**config.mk**
```make
export PLATFORM = sky130hd
export DESIGN_NAME = idp_application_end_flat
export DESIGN_NICKNAME = d
export VERILOG_FILES = /design/src/common/idp_pkg.sv /design/src/common/idp_ctrl_if.sv /design/src/verilog/idp_transfer_counter.sv /design/src/verilog/idp_application_end.sv /design/src/flat_wrapper.sv
export SDC_FILE = /design/constraint.sdc
export NUM_CORES = 1
export LEC_CHECK = 0
export BUFFER_PORTS_ARGS = -buffer_cell sky130_fd_sc_hd__buf_2
export CAP_MARGIN = 10
export CORE_MARGIN = 8
export CORE_UTILIZATION = 45
export DETAILED_ROUTE_END_ITERATION = 16
export PLACE_DENSITY = 0.81
export SETUP_SLACK_MARGIN = 0.15
export SKIP_LAST_GASP = 1
export SLEW_MARGIN = 5
export SYNTH_ARGS = -nofsm -noshare
export SYNTH_HDL_FRONTEND = slang
export SYNTH_SLANG_ARGS = --single-unit
```
**constraint.sdc**
```tcl
create_clock -name aclk -period 1.44 [get_ports aclk]
set_input_delay 0.288 -clock aclk [delete_from_list [all_inputs] [get_ports aclk]]
set_output_delay 0.288 -clock aclk [all_outputs]
set_load 0.02 [all_outputs]
```
**src/common/idp_pkg.sv**
```systemverilog
// Shared constants and types for the initiator data phase control pair.
package idp_pkg;

    // ************************************************************
    // Register map of the application end, byte addresses.
    // ************************************************************
    localparam int        AXI_ADDR_W      = 4;
    localparam logic [3:0] CTRL_OFFSET     = 4'h0;
    localparam logic [3:0] BURST_OFFSET    = 4'h4;
    localparam logic [3:0] STATUS_OFFSET   = 4'h8;

    localparam int CTRL_START_BIT   = 0;
    localparam int CTRL_READY_BIT   = 1;
    localparam int STATUS_BUSY_BIT  = 0;
    localparam int STATUS_WAIT_BIT  = 1;
    localparam int STATUS_DONE_BIT  = 2;
    localparam int STATUS_STOP_BIT  = 3;
    localparam int STATUS_COUNT_LSB = 4;

    localparam logic        READY_FLAG_RESET = 1'b1;
    localparam logic [3:0]  BURST_RESET      = 4'h1;
    localparam logic [1:0]  RESP_OKAY        = 2'b00;
    localparam logic [1:0]  RESP_SLVERR      = 2'b10;

    // ************************************************************
    // Transfer counter and finish thresholds.
    // ************************************************************
    localparam logic [3:0] COUNT_RESET = 4'h0;
    localparam logic [3:0] COUNT_STEP  = 4'h1;
    localparam logic [3:0] LEFT_ONE    = 4'h1;
    localparam logic [3:0] LEFT_TWO    = 4'h2;
    localparam logic [3:0] LEFT_THREE  = 4'h3;

    // Longest wait for the first data phase after frame, in clocks.
    localparam int FIRST_PHASE_LIMIT = 8;

    typedef enum logic [1:0]
    {
        IDP_DEV_IDLE = 2'b00,
        IDP_DEV_ADDR = 2'b01,
        IDP_DEV_DATA = 2'b10
    } idp_dev_state_type;

    typedef enum logic [1:0]
    {
        IDP_APP_IDLE = 2'b00,
        IDP_APP_REQ  = 2'b01,
        IDP_APP_XFER = 2'b10,
        IDP_APP_DONE = 2'b11
    } idp_app_state_type;

endpackage

```
**src/common/idp_ctrl_if.sv**
```systemverilog
// Interface joining the application end and the initiator end.
`timescale 1ns/10ps
interface idp_ctrl_if;
    logic request;
    logic initiator_ready;
    logic complete;
    logic data_state;
    logic data_state_flag_delayed;
    logic transfer_valid;
    logic data_state_ended;

    modport initiator
    (
        input  request,
        input  initiator_ready,
        input  complete,
        output data_state,
        output data_state_flag_delayed,
        output transfer_valid,
        output data_state_ended
    );

    modport application
    (
        output request,
        output initiator_ready,
        output complete,
        input  data_state,
        input  data_state_flag_delayed,
        input  transfer_valid,
        input  data_state_ended
    );
endinterface

```
**src/verilog/idp_transfer_counter.sv**
```systemverilog
// Remaining-transfer counter of the application end.
`timescale 1ns/10ps
module idp_transfer_counter
#(
    parameter int COUNT_W = 4
)
(
    input  wire logic               aclk,
    input  wire logic               aresetn,
    input  wire logic               load,
    input  wire logic [COUNT_W-1:0] length,
    input  wire logic               step,
    output logic      [COUNT_W-1:0] count
);
    // The finish thresholds compare against three, which two bits can still hold.
    if (COUNT_W < 2 || COUNT_W > 4)
    begin : width_check
        $error("COUNT_W must lie between 2 and 4");
    end

    wire [COUNT_W-1:0] count_less = count - COUNT_W'(idp_pkg::COUNT_STEP);

    always_ff @(posedge aclk)
    begin
        if (!aresetn)
            count <= COUNT_W'(idp_pkg::COUNT_RESET);
        else if (load)
            count <= length;
        else if (step)
            count <= count_less;
    end
endmodule

```
**src/verilog/idp_application_end.sv**
```systemverilog
// Application end: AXI4-Lite registers, request sequencing and mode control.
//
// Function
// Wait burst holds ready off, frame on.
// Wait single holds ready off, frame off.
// Proceed asserts ready, frame on, full rate.
// Finish asserts ready, releases frame, ends.
// Modes change only along permitted sequences.
// Wait modes delay only first data phase.
// Sequencing lapses after uncontrolled termination.
// First data phase within 8 clocks; not enforced, the ready flag alone sets the wait.
// Controls lead their effect by one cycle.
// Valid mode one cycle after request.
// Finish held until transaction ends.
// Falling data state releases held finish.
// Single word: wait single or finish early.
// Two words start wait burst or proceed.
// Two words: finish after proceed and data.
// Bursts finish at three left with valid.
// Counter loads length, decrements per transfer.
// Ready tracker resamples and records waiting.
// Finish trigger from one, two, three left.
// Complete is trigger or hold flag.
// Controls never tied to constants.
// Request only when ready, shallow logic.
// Request lasts exactly one clock.
`timescale 1ns/10ps
module idp_application_end
#(
    parameter int COUNT_W = 4
)
(
    input  wire logic                 aclk,
    input  wire logic                 aresetn,
    idp_ctrl_if.application           ctrl,
    input  wire logic [3:0]           s_axi_awaddr,
    input  wire logic                 s_axi_awvalid,
    output logic                      s_axi_awready,
    input  wire logic [31:0]          s_axi_wdata,
    input  wire logic [3:0]           s_axi_wstrb,
    input  wire logic                 s_axi_wvalid,
    output logic                      s_axi_wready,
    output logic [1:0]                s_axi_bresp,
    output logic                      s_axi_bvalid,
    input  wire logic                 s_axi_bready,
    input  wire logic [3:0]           s_axi_araddr,
    input  wire logic                 s_axi_arvalid,
    output logic                      s_axi_arready,
    output logic [31:0]               s_axi_rdata,
    output logic [1:0]                s_axi_rresp,
    output logic                      s_axi_rvalid,
    input  wire logic                 s_axi_rready
);
    if (COUNT_W != 4)
    begin : width_check
        $error("COUNT_W must be 4 to match the burst register");
    end

    idp_pkg::idp_app_state_type state;
    idp_pkg::idp_app_state_type next_state;

    logic [3:0]         aw_addr;
    logic               aw_held;
    logic [31:0]        w_data;
    logic [3:0]         w_strb;
    logic               w_held;
    logic               ready_flag;
    logic [3:0]         burst_length;
    logic               start;
    logic               done_flag;
    logic               stop_flag;
    logic               init_ready;
    logic               waited_last_cycle;
    logic               hold_complete;
    logic [COUNT_W-1:0] transfers_left_count;

    // ************************************************************
    // AXI4-Lite slave.
    // ************************************************************
    wire do_write  = aw_held & w_held & !s_axi_bvalid;
    wire wr_ctrl   = do_write & (aw_addr == idp_pkg::CTRL_OFFSET);
    wire wr_burst  = do_write & (aw_addr == idp_pkg::BURST_OFFSET);
    wire wr_status = do_write & (aw_addr == idp_pkg::STATUS_OFFSET);
    wire wr_hit    = wr_ctrl | wr_burst | wr_status;
    wire do_read   = s_axi_arvalid & s_axi_arready;
    wire busy      = (state != idp_pkg::IDP_APP_IDLE);
    // A start while a transfer is under way is dropped.
    wire start_req = wr_ctrl & w_strb[0] & w_data[idp_pkg::CTRL_START_BIT] & !busy;

    wire [31:0] ctrl_word   = 32'(ready_flag) << idp_pkg::CTRL_READY_BIT;
    wire [31:0] burst_word  = {28'h000_0000, burst_length};
    wire [31:0] status_word = (32'(busy) << idp_pkg::STATUS_BUSY_BIT)
                            | (32'(waited_last_cycle) << idp_pkg::STATUS_WAIT_BIT)
                            | (32'(done_flag) << idp_pkg::STATUS_DONE_BIT)
                            | (32'(stop_flag) << idp_pkg::STATUS_STOP_BIT)
                            | (32'(transfers_left_count) << idp_pkg::STATUS_COUNT_LSB);
    wire rd_ctrl   = (s_axi_araddr == idp_pkg::CTRL_OFFSET);
    wire rd_burst  = (s_axi_araddr == idp_pkg::BURST_OFFSET);
    wire rd_status = (s_axi_araddr == idp_pkg::STATUS_OFFSET);
    wire rd_hit    = rd_ctrl | rd_burst | rd_status;
    wire [31:0] rd_word = rd_ctrl ? ctrl_word : rd_burst ? burst_word
                        : rd_status ? status_word : 32'h0000_0000;

    assign s_axi_awready = !aw_held;
    assign s_axi_wready  = !w_held;
    assign s_axi_arready = !s_axi_rvalid;

    always_ff @(posedge aclk)
    begin
        if (!aresetn)
        begin
            aw_held      <= 1'b0;
            w_held       <= 1'b0;
            aw_addr      <= 4'h0;
            w_data       <= 32'h0000_0000;
            w_strb       <= 4'h0;
            s_axi_bvalid <= 1'b0;
            s_axi_bresp  <= idp_pkg::RESP_OKAY;
        end
        else
        begin
            if (s_axi_awvalid & !aw_held)
            begin
                aw_held <= 1'b1;
                aw_addr <= s_axi_awaddr;
            end
            else if (do_write)
                aw_held <= 1'b0;
            if (s_axi_wvalid & !w_held)
            begin
                w_held <= 1'b1;
                w_data <= s_axi_wdata;
                w_strb <= s_axi_wstrb;
            end
            else if (do_write)
                w_held <= 1'b0;
            if (do_write)
            begin
                s_axi_bvalid <= 1'b1;
                s_axi_bresp  <= wr_hit ? idp_pkg::RESP_OKAY : idp_pkg::RESP_SLVERR;
            end
            else if (s_axi_bready)
                s_axi_bvalid <= 1'b0;
        end
    end

    always_ff @(posedge aclk)
    begin
        if (!aresetn)
        begin
            s_axi_rvalid <= 1'b0;
            s_axi_rdata  <= 32'h0000_0000;
            s_axi_rresp  <= idp_pkg::RESP_OKAY;
        end
        else if (do_read)
        begin
            s_axi_rvalid <= 1'b1;
            s_axi_rdata  <= rd_word;
            s_axi_rresp  <= rd_hit ? idp_pkg::RESP_OKAY : idp_pkg::RESP_SLVERR;
        end
        else if (s_axi_rready)
            s_axi_rvalid <= 1'b0;
    end

    // Done and stop flags: hardware set wins over a write-one clear.
    wire clr_done = wr_status & w_strb[0] & w_data[idp_pkg::STATUS_DONE_BIT];
    wire clr_stop = wr_status & w_strb[0] & w_data[idp_pkg::STATUS_STOP_BIT];
    wire ended_short = ctrl.data_state_ended & (transfers_left_count != COUNT_W'(ctrl.transfer_valid));

    always_ff @(posedge aclk)
    begin
        if (!aresetn)
        begin
            ready_flag   <= idp_pkg::READY_FLAG_RESET;
            burst_length <= idp_pkg::BURST_RESET;
            start        <= 1'b0;
            done_flag    <= 1'b0;
            stop_flag    <= 1'b0;
        end
        else
        begin
            if (wr_ctrl & w_strb[0])
                ready_flag <= w_data[idp_pkg::CTRL_READY_BIT];
            if (wr_burst & w_strb[0])
                burst_length <= w_data[3:0];
            start     <= start_req;
            done_flag <= ctrl.data_state_ended | (done_flag & !clr_done);
            // A transaction cut short by the target leaves transfers behind.
            stop_flag <= ended_short | (stop_flag & !clr_stop);
        end
    end

    // ************************************************************
    // Request sequencing.
    // ************************************************************
    always_comb
    begin
        next_state = state;
        case (state)
            idp_pkg::IDP_APP_IDLE: if (start) next_state = idp_pkg::IDP_APP_REQ;
            idp_pkg::IDP_APP_REQ:  next_state = idp_pkg::IDP_APP_XFER;
            idp_pkg::IDP_APP_XFER: if (ctrl.data_state_ended) next_state = idp_pkg::IDP_APP_DONE;
            idp_pkg::IDP_APP_DONE: next_state = idp_pkg::IDP_APP_IDLE;
            default:               next_state = idp_pkg::IDP_APP_IDLE;
        endcase
    end

    always_ff @(posedge aclk)
    begin
        if (!aresetn)
            state <= idp_pkg::IDP_APP_IDLE;
        else
            state <= next_state;
    end

    // The request comes a cycle after start, once the tracker has sampled readiness.
    assign ctrl.request = (state == idp_pkg::IDP_APP_REQ);

    idp_transfer_counter #(.COUNT_W(COUNT_W)) counter
    (
        .aclk    (aclk),
        .aresetn (aresetn),
        .load    (start),
        .length  (burst_length),
        .step    (ctrl.transfer_valid),
        .count   (transfers_left_count)
    );

    // ************************************************************
    // Mode control.
    // ************************************************************
    always_ff @(posedge aclk)
    begin
        if (!aresetn)
        begin
            init_ready        <= 1'b1;
            waited_last_cycle <= 1'b0;
        end
        else
        begin
            waited_last_cycle <= !init_ready;
            if (start | !init_ready)
                init_ready <= ready_flag;
        end
    end

    wire one_transfer_left    = (transfers_left_count == COUNT_W'(idp_pkg::LEFT_ONE));
    wire two_transfers_left   = (transfers_left_count == COUNT_W'(idp_pkg::LEFT_TWO));
    wire three_transfers_left = (transfers_left_count == COUNT_W'(idp_pkg::LEFT_THREE));

    // Single word: finish is chosen together with the request.
    wire finish_one_left   = one_transfer_left & ctrl.request;
    // Two words: finish after proceed and one data cycle, unless we waited.
    wire finish_two_left   = two_transfers_left & ctrl.data_state_flag_delayed
                           & !waited_last_cycle;
    wire finish_three_left = three_transfers_left & ctrl.transfer_valid;
    wire assert_complete   = finish_one_left | finish_two_left | finish_three_left;

    // Holding finish until the data state falls keeps the mode steady to the end.
    always_ff @(posedge aclk)
    begin
        if (!aresetn)
            hold_complete <= 1'b0;
        else if (ctrl.data_state_ended)
            hold_complete <= 1'b0;
        else if (assert_complete)
            hold_complete <= 1'b1;
    end

    // Both levels come from live logic; the tracker alone may delay the first phase,
    // and the user must keep that delay under the first-phase limit.
    assign ctrl.complete        = assert_complete | hold_complete;
    assign ctrl.initiator_ready = init_ready;
endmodule

```
**src/flat_wrapper.sv**
```systemverilog
// flat-port wrapper written by rule: the top's interface ports become plain ports
module idp_application_end_flat 
#(
    parameter int COUNT_W = 4
)
  (aclk, aresetn, s_axi_awaddr, s_axi_awvalid, s_axi_awready, s_axi_wdata, s_axi_wstrb, s_axi_wvalid, s_axi_wready, s_axi_bresp, s_axi_bvalid, s_axi_bready, s_axi_araddr, s_axi_arvalid, s_axi_arready, s_axi_rdata, s_axi_rresp, s_axi_rvalid, s_axi_rready, ctrl_request, ctrl_initiator_ready, ctrl_complete, ctrl_data_state, ctrl_data_state_flag_delayed, ctrl_transfer_valid, ctrl_data_state_ended);
  idp_ctrl_if ctrl_i ();
  input  wire logic aclk;
  input  wire logic aresetn;
  input  wire logic [3:0] s_axi_awaddr;
  input  wire logic s_axi_awvalid;
  output logic s_axi_awready;
  input  wire logic [31:0] s_axi_wdata;
  input  wire logic [3:0] s_axi_wstrb;
  input  wire logic s_axi_wvalid;
  output logic s_axi_wready;
  output logic [1:0] s_axi_bresp;
  output logic s_axi_bvalid;
  input  wire logic s_axi_bready;
  input  wire logic [3:0] s_axi_araddr;
  input  wire logic s_axi_arvalid;
  output logic s_axi_arready;
  output logic [31:0] s_axi_rdata;
  output logic [1:0] s_axi_rresp;
  output logic s_axi_rvalid;
  input  wire logic s_axi_rready;
  output wire logic [$bits(ctrl_i.request)-1:0] ctrl_request;
  output wire logic [$bits(ctrl_i.initiator_ready)-1:0] ctrl_initiator_ready;
  output wire logic [$bits(ctrl_i.complete)-1:0] ctrl_complete;
  input wire logic [$bits(ctrl_i.data_state)-1:0] ctrl_data_state;
  input wire logic [$bits(ctrl_i.data_state_flag_delayed)-1:0] ctrl_data_state_flag_delayed;
  input wire logic [$bits(ctrl_i.transfer_valid)-1:0] ctrl_transfer_valid;
  input wire logic [$bits(ctrl_i.data_state_ended)-1:0] ctrl_data_state_ended;
  assign ctrl_request = ctrl_i.request;
  assign ctrl_initiator_ready = ctrl_i.initiator_ready;
  assign ctrl_complete = ctrl_i.complete;
  assign ctrl_i.data_state = ctrl_data_state;
  assign ctrl_i.data_state_flag_delayed = ctrl_data_state_flag_delayed;
  assign ctrl_i.transfer_valid = ctrl_transfer_valid;
  assign ctrl_i.data_state_ended = ctrl_data_state_ended;
  idp_application_end #(.COUNT_W(COUNT_W)) u_core (.aclk(aclk), .aresetn(aresetn), .ctrl(ctrl_i), .s_axi_awaddr(s_axi_awaddr), .s_axi_awvalid(s_axi_awvalid), .s_axi_awready(s_axi_awready), .s_axi_wdata(s_axi_wdata), .s_axi_wstrb(s_axi_wstrb), .s_axi_wvalid(s_axi_wvalid), .s_axi_wready(s_axi_wready), .s_axi_bresp(s_axi_bresp), .s_axi_bvalid(s_axi_bvalid), .s_axi_bready(s_axi_bready), .s_axi_araddr(s_axi_araddr), .s_axi_arvalid(s_axi_arvalid), .s_axi_arready(s_axi_arready), .s_axi_rdata(s_axi_rdata), .s_axi_rresp(s_axi_rresp), .s_axi_rvalid(s_axi_rvalid), .s_axi_rready(s_axi_rready));
endmodule
```
# Yosys cells after proc, flatten, opt, wreduce, memory -nomap -nowiden
# Cells that the tools add are included.
[totals] reg_bits=66 output_inout_bits=44 elab_cells=108
[classes] mux=17 n_reduce_logical=20 eq_ne=13 addsub=1 bitwise=37
[ops] cell="$mux W32" count=3
[ops] cell="$or A32 B3 Y32" count=1
[ops] cell="$or A32 B4 Y32" count=1
[ops] cell="$or A32 B8 Y32" count=1
[ops] cell="$and A1 B1 Y1" count=22
[ops] cell="$reduce_bool A2 Y1" count=6
[ops] cell="$or A1 B1 Y1" count=10
[ops] cell="$logic_not A1 Y1" count=9
[ops] cell="$eq A4 B2 Y1 const B" count=2
[ops] cell="$eq A4 B3 Y1 const B" count=2
[ops] cell="$eq A4 B4 Y1 const B" count=2
[ops] cell="$logic_not A4 Y1" count=2
[ops] cell="$mux W2" count=4
[ops] cell="$mux W4" count=2
[ops] cell="$pmux W2 S4" count=1
[ops] cell="$mux W1" count=7
[ops] cell="$eq A2 B2 Y1 const B" count=2
[ops] cell="$eq A4 B1 Y1 const B" count=1
[ops] cell="$ne A4 B1 Y1" count=1
[ops] cell="$sub A4 B1 Y4 const B" count=1
[ops] cell="$eq A2 B1 Y1 const B" count=1
[ops] cell="$logic_not A2 Y1" count=1
[ops] cell="$ne A2 B1 Y1 const B" count=1
[ops] cell="$ne A2 B2 Y1 const B" count=1
[ops] cell="other kinds (4)" count=4

# Logic depth before layout (Yosys ltp)
# Gate-level depths: netlist of the first run.
[logic_depth] depth_word=8 ltp_mapped=6 depth_no_buf=6

# Modules after synthesis
# A second synthesis of the first run with hierarchy kept.
[hier_totals] hier_cells=215 area_unflattened_um2=2033.2
[by_module_without_submodules] mod="idp_application_end" cells_each=191 area_per_inst_um2=1815.5 instances=1
[by_module_without_submodules] mod="idp_transfer_counter" cells_each=24 area_per_inst_um2=217.7 instances=1

# Least setup slack after synthesis of the first run
# No wires, ideal clock.
[synth_timing] path_kind="register -> register" from="reg u_core.state[1]" to="reg u_core.hold_complete" period_less_slack_ns=1.435 stages_incl_launch_ff=7 setup_ns=0.115 t_arrival_ns=1.320 setup_slack_ns=0.005 path_cell_list="dfxtp_1 inv_1 ha_1 a22oi_1 o21ai_0 a21o_1 and3_1"
[synth_between] elab_chain_len=4
[synth_rtl] element="start: declaration" line_no="idp_application_end.sv:59" source="idp_pkg::idp_app_state_type state;"
[synth_rtl] element="start signal: assignment" line_no="idp_application_end.sv:211" source="state <= idp_pkg::IDP_APP_IDLE;"
[synth_rtl] element="start signal: assignment" line_no="idp_application_end.sv:213" source="state <= next_state;"
[synth_rtl] element="$eq A2 B1 Y1" line_no="idp_application_end.sv:217" source="assign ctrl.request = (state == idp_pkg::IDP_APP_REQ);"
[synth_rtl] element="named net ctrl_request" line_no="flat_wrapper.sv:27" source="output wire logic [$bits(ctrl_i.request)-1:0] ctrl_request;"
[synth_rtl] element="$and A1 B1 Y1" line_no="idp_application_end.sv:252" source="wire finish_one_left = one_transfer_left & ctrl.request;"
[synth_rtl] element="$or A1 B1 Y1 (2 in series)" line_no="idp_application_end.sv:257" source="wire assert_complete = finish_one_left | finish_two_left | finish_three_left;"
[synth_rtl] element="end signal: assignment" line_no="idp_application_end.sv:263" source="hold_complete <= 1'b0;"
[synth_rtl] element="end signal: assignment" line_no="idp_application_end.sv:265" source="hold_complete <= 1'b0;"
[synth_rtl] element="end signal: assignment" line_no="idp_application_end.sv:267" source="hold_complete <= 1'b1;"
[synth_rtl] element="end: declaration" line_no="idp_application_end.sv:74" source="logic hold_complete;"
# The timed path passes the listed nets, and every way through them passes these cells.
# A chain may end at the register's enable or synchronous reset.

# Final worst setup path of the first run
[layout_timing] from="reg u_core.counter.count[0]" to="out ctrl_complete"
[layout_between] elab_chain_len=6
[layout_rtl] element="start: declaration" line_no="idp_transfer_counter.sv:13" source="output logic [COUNT_W-1:0] count"
[layout_rtl] element="start signal: assignment" line_no="idp_transfer_counter.sv:26" source="count <= COUNT_W'(idp_pkg::COUNT_RESET);"
[layout_rtl] element="start signal: assignment" line_no="idp_transfer_counter.sv:28" source="count <= length;"
[layout_rtl] element="start signal: assignment" line_no="idp_transfer_counter.sv:30" source="count <= count_less;"
[layout_rtl] element="$eq A4 B2 Y1" line_no="idp_application_end.sv:248" source="wire two_transfers_left = (transfers_left_count == COUNT_W'(idp_pkg::LEFT_TWO));"
[layout_rtl] element="$and A1 B1 Y1" line_no="idp_application_end.sv:254" source="wire finish_two_left = two_transfers_left & ctrl.data_state_flag_delayed"
[layout_rtl] element="$and A1 B1 Y1" line_no="idp_application_end.sv:255" source="& !waited_last_cycle;"
[layout_rtl] element="$or A1 B1 Y1" line_no="idp_application_end.sv:257"
[layout_rtl] element="$or A1 B1 Y1 (*)" line_no="idp_application_end.sv:257"
[layout_rtl] element="$or A1 B1 Y1 (*)" line_no="idp_application_end.sv:272" source="assign ctrl.complete = assert_complete | hold_complete;"
[layout_rtl] element="end: declaration" line_no="flat_wrapper.sv:29" source="output wire logic [$bits(ctrl_i.complete)-1:0] ctrl_complete;"
# Every way passes the cells marked *; elsewhere a longest branch is shown, timed or not.

==> results of run 1 <==
## per-stage QoR
step	hold WS [ns]	instance area, sq um	setup TNS, ns	instances	setup WS [ns]
2_1_floorplan	0.4038	2041	0	242	0.1129
3_3_place_gp	0.4295	2117	0	305	0.05278
3_5_place_dp	0.4411	2117	0	305	0.02819
4_1_cts	0.2040	2231	-0.2676	313	-0.2676
5_1_grt	0.2122	2318	-0.3128	316	-0.3128
6_report	0.2072	2318	-0.2337	316	-0.2337
## power by group through the flow
stage | clock, mW | combinational (mW) | sequential, mW
finish | 0.761 | 0.394 | 1.21
global route | 0.828 | 0.436 | 1.22
CTS | 0.783 | 0.378 | 1.21
detailed placement | 0 | 0.367 | 1.23
global placement | 0 | 0.362 | 1.23
floorplan | 0 | 0.306 | 1.23
## registers in the layout, indices dropped and copies added (netlist names), 2 cells and up
register and flops:
u_core.counter.count 4, u_core.state 2, u_core.w_data 4, u_core.aw_addr 4, u_core.s_axi_rdata 8, u_core.burst_length 4
## logic make-up (layout without fill, tap and decap cells)
group / count (synthesis) / in the layout / share of synthesized area
buf+inv: 49 / 71 / 0.1548
flops: 40 / 40 / 0.4145
mux: 13 / 13 / 0.06736
fa+ha+maj: 7 / 7 / 0.04533
other cells: 1 / 26 / 0.001941
compound gates: 36 / 36 / 0.1282
xor+xnor: 3 / 3 / 0.01360
simple gates: 68 / 68 / 0.1742
## path summary, 6_finish.rpt
| kind | end | slack, ns | depth (start not counted) |
|---|---|---|---|
| worst min-delay path | u_core.aw_held$_SDFFE_PN0P_ | 0.21 | 3 |
| worst max register to register | u_core.counter.count[3]$_SDFFE_PN0P_ | 0.17 | 5 |
| worst max-delay path | ctrl_complete | -0.23 | 5 |
| worst min register to register | u_core.waited_last_cycle$_SDFF_PN0_ | 0.46 | 1 |
## layer usage
layer | vias to the layer above | share of wire | track usage
li1 | 771 | - | -
met3 | 6 | 0.11 | 0.04814
met4 | 0 | 0.012 | 0.04286
met5 | - | 0 | 0
met1 | 681 | 0.41 | 0.1389
met2 | 57 | 0.47 | 0.2132
## cell type report
cell class,count,area (sq um),area share
multi-input cells,153,992.2,0.4280
flip-flops and latches,40,818.3,0.3529
repair buffers,49,292.8,0.1263
clock buffers,6,82.58,0.03562
well taps,52,65.06,0.02806
inverters,14,57.56,0.02482
clock inverters,2,10.01,0.004317
## critical path, stage by stage (launching register included)
cell	delay, ns
dfxtp_4	0.37
ha_2	0.18
a22oi_2	0.15
o21ai_1	0.08
a21o_1	0.18
buf_6	0.13
## layout by cell type (no fill, tap or decap), drive strengths merged, types with 2 or more instances in the layout
| cell type | netlist | layout |
|---|---|---|
| a21oi | 7 | 7 |
| a211oi | 2 | 2 |
| nand2b | 4 | 4 |
| nor4 | 2 | 2 |
| a22o | 3 | 3 |
| buf | 30 | 49 |
| nor2b | 3 | 3 |
| clkinv | 0 | 2 |
| clkbuf | 5 | 6 |
| nor2 | 33 | 33 |
| dfxtp | 40 | 40 |
| inv | 14 | 14 |
| conb | 1 | 26 |
| a22oi | 8 | 8 |
| nor3 | 3 | 3 |
| nand2 | 11 | 11 |
| mux2i | 13 | 13 |
| xor2 | 3 | 3 |
| and2b | 2 | 2 |
| o21ai | 7 | 7 |
| and4 | 2 | 2 |
| ha | 7 | 7 |
| nand3 | 5 | 5 |
## timing repair
item | 4_1_cts | 5_1_grt
pin swaps | 2 | 5
gates resized for setup | 7 | 19
setup endpoints to repair | 4 | 14
cloned | 0 | 0
endpoints found under the hold margin | 0 | 0
setup buffers | 0 | 3
==> impl_metrics.ini, run 1 <==
[run_status]
status = finished with violations
violations = negative setup slack

[sta]
finalSetupViolations = 1
post-route-min-period_ns = 1.674
min_period_over_period = 1.162
report.final.slew_viol_count = 0
setup_slack_ns = -0.2337
fin_skew_ns = 0.001945
hold_viol = 0
rsz0062_at_grt = yes
fmax_ghz = 0.5975

[worst_hold_path]
hold_path.class = in -> reg
min-delay-start = s_axi_awvalid

[logic_synthesis]
synth_area_leaders = dfxtp_1, buf_4, mux2i_1, nor2_1, ha_1
yosys_warnings = 0
mappedNetlistArea_sq_mm = 0.001932
synth.avg_cell_area_sq_um = 8.903
yosys_register_bits = 40
synth_most_common_cell = dfxtp_1
synth-seq-area-share = 0.4145
yosys-top-cells-count = dfxtp_1, nor2_1, buf_4, inv_1, mux2i_1
syn_inst = 217
async_flop_share = 0
synth_edf_count = 0
synth_cell_types = 38
synth.top_cell.area_share = 0.4145
yosysTopAreaCell = dfxtp_1
synth-main-ff-cell = dfxtp_1

[critical_path]
r2r_start = u_core.counter.count[0]$_SDFFE_PN0P_
worstPathArrival_ns = 1.39
required_ns = 1.15
critPathKind = reg -> out
crit_path_start = u_core.counter.count[0]$_SDFFE_PN0P_
cp_max_fo = 4
start_kind = flop
end_kind = output pin

[floorplanning]
core_region_area_sq_mm = 0.004234
initial_core_util = 0.4563
io_pins = 99
die_y_um = 81.52
die_area_sq_mm = 0.006646
dieWidth_um = 81.52
rows = 24

[power_and_ir_drop]
powerDensity_mw_per_mm2 = 1020
ir_drop_mv = 0.6747
swShare = 0.2816
seqPwrFrac = 0.511
finalPower_mw = 2.364
p_leak_nw = 1.068
p_int_mw = 1.698
combPwrFrac = 0.167
p_sw_mw = 0.6658
pwr-share-clk = 0.322

[clock_tree]
cts_tree = built
clk_pin_slew_worst_paths_ns = 0.07
hold_buffers = 0
clockRootBuffer = clkbuf_8
clockBufferDepth = 2
cts.sinks = 40
numCtsBuffers = 5
h-tree-depth = 2
clock_latency_ns = 0.29

[placement]
portBuffers = 40
dp_hpwl_um = 3176
gp_congestion = 0.7748

[global_routing]
grt_pass1_wl_um = 6527
overflow = 0
first_global_vias = 1463
grt_max_degree = 17
antenna_found_initial = 0
track_usage = 0.1250

[detailed_routing]
drt_first_pass_iters = 4
vias = 1515
ant_nets = 0
detail_route.wl_per_cell_um = 12.98
drt_iter0_markers = 90
finalWirelength_um = 4103
drc = 0
viasPerCell = 4.794

[layout]
diodes = 0
layout-drive-gt1-share = 0.3030
fin_nets = 325
syn_to_final_growth_pct = 20.01
final_util = 0.5476
fillCellCount = 410

[job]
max_cap_viol_count = 0
No activity file was read; power rests on OpenSTA's default activity.
==> run 2, diff against run 1 <==
Settings changed: RECOVER_POWER from default to 25, SLEW_MARGIN 5 to 40.
==> impl_metrics.ini, run 2 (synthesized netlist as in run 1, its figures left out) <==
[sta]
finalSetupViolations = 1
post-route-min-period_ns = 1.674
fin_skew_ns = 0.001945
rsz0062_at_grt = yes
slew_headroom = 0.6382
fin_tns_setup_ns = -0.2337
hold_ws_ns = 0.2072
fmax_ghz = 0.5975
min_period_over_period = 1.162
setup_slack_ns = -0.2337
report.final.slew_viol_count = 0
tightest_slew_ns = 0.5427
hold_viol = 0

[clock_tree]
clk_pin_slew_worst_paths_ns = 0.07
clockBufferDepth = 2
cts.sinks = 40
numCtsBuffers = 5
h-tree-depth = 2
clock_latency_ns = 0.29
clockRootBuffer = clkbuf_8
cts_tree = built

[layout]
layout_common_cells = buf_2, nor2_1, dfxtp_1, conb_1, mux2i_1
regMostFlops = u_core.s_axi_rdata
layout-drive-gt1-share = 0.2992
fillCellCount = 411
diodes = 0
design_area_sq_mm = 0.002311
largest_reg_flops = 8
fin_nets = 325
layout_commonest_cell = buf_2
final_util = 0.5458
syn_to_final_growth_pct = 19.62
fin_cells = 316

[critical_path]
crit_chain = ha_2 -> a22oi_2 -> o21ai_1 -> a21o_1 -> buf_6
slowest_delay_ns = 0.37
worstPathArrival_ns = 1.39
critPathKind = reg -> out
end_kind = output pin
r2r_slack_ns = 0.03
required_ns = 1.15
start_kind = flop
cp_max_fo = 4
crit_slowest_cell = dfxtp_4

[detailed_routing]
drt_iter0_markers = 90
viasPerCell = 4.794
ant_nets = 0
vias = 1515
finalWirelength_um = 4106
drc = 0
drt_first_pass_iters = 4
detail_route.wl_per_cell_um = 12.99

[power_and_ir_drop]
combPwrFrac = 0.166
p_sw_mw = 0.6649
finalPower_mw = 2.361
ir_drop_mv = 0.6746
p_int_mw = 1.696
pwr-share-clk = 0.322
swShare = 0.2816
powerDensity_mw_per_mm2 = 1022
p_leak_nw = 1.065
seqPwrFrac = 0.512

[global_routing]
track_usage = 0.1250
first_global_vias = 1463
grt_max_degree = 17
antenna_found_initial = 0
grt_pass1_wl_um = 6527
overflow = 0

[placement]
place_area_sq_mm = 0.002117
dp_slack_ns = 0.02819
gp_congestion = 0.7748
dpl.cell_count = 305
dp_hpwl_um = 3176
portBuffers = 40

[job]
max_cap_viol_count = 0

[floorplanning]
die_area_sq_mm = 0.006646
io_pins = 99
die_y_um = 81.52
rows = 24
core_region_area_sq_mm = 0.004234
dieWidth_um = 81.52
initial_core_util = 0.4563

[run_status]
status = finished with violations
violations = negative setup slack

[worst_hold_path]
hold_path.class = in -> reg
==> run 2: final timing paths <==
kind	start	to	cells after the start
hold / removal	s_axi_awvalid	u_core.aw_held$_SDFFE_PN0P_	3
setup / recovery	u_core.counter.count[0]$_SDFFE_PN0P_	ctrl_complete	5
setup reg to reg	u_core.s_axi_rvalid$_SDFFE_PN0P_	u_core.s_axi_rdata[2]$_SDFFE_PN0P_	4
hold reg to reg	u_core.ctrl.initiator_ready$_SDFFE_PN1P_	u_core.waited_last_cycle$_SDFF_PN0_	1
==> run 2: layer usage <==
layer	GRT usage	vias to the layer above	part of all wire
li1	-	771	-
met1	0.1389	681	0.41
met2	0.2132	57	0.47
met3	0.04814	6	0.10
met4	0.04286	0	0.012
met5	0	-	0
==> run 2: critical path, delay by kind of cell, from the launching register on <==
family                     cells  cell delay [ns]
DFF                            1             0.37
AOI/OAI and AO/OA              3             0.41
adders and majority gates      1             0.18
buffers and inverters          1             0.13
==> run 2: power groups by stage <==
stage / clock network, mW / logic, mW / registers (mW)
final: 0.761 / 0.391 / 1.21
after global routing: 0.828 / 0.433 / 1.22
after CTS: 0.783 / 0.378 / 1.21
after detailed placement: 0 / 0.367 / 1.23
after global placement: 0 / 0.362 / 1.23
after floorplan: 0 / 0.306 / 1.23
==> run 2: cell type report <==
cell class                 count  area (sq um)  share of cell area
tap                           52         65.06             0.02815
clock inverter                 2         10.01            0.004331
inverter                      14         57.56             0.02491
clock buffer                   6         82.58             0.03573
timing repair buffer          49         292.8              0.1267
sequential                    40         818.3              0.3541
multi-input combinational    153         984.7              0.4261
==> run 2: repair_timing <==
action | in CTS | in global routing
endpoints found under the setup margin | 4 | 14
buffers inserted | 0 | 3
hold endpoints to repair | 0 | 0
gates resized for setup | 7 | 19
hold buffers | 0 | 0
pin swaps | 2 | 5
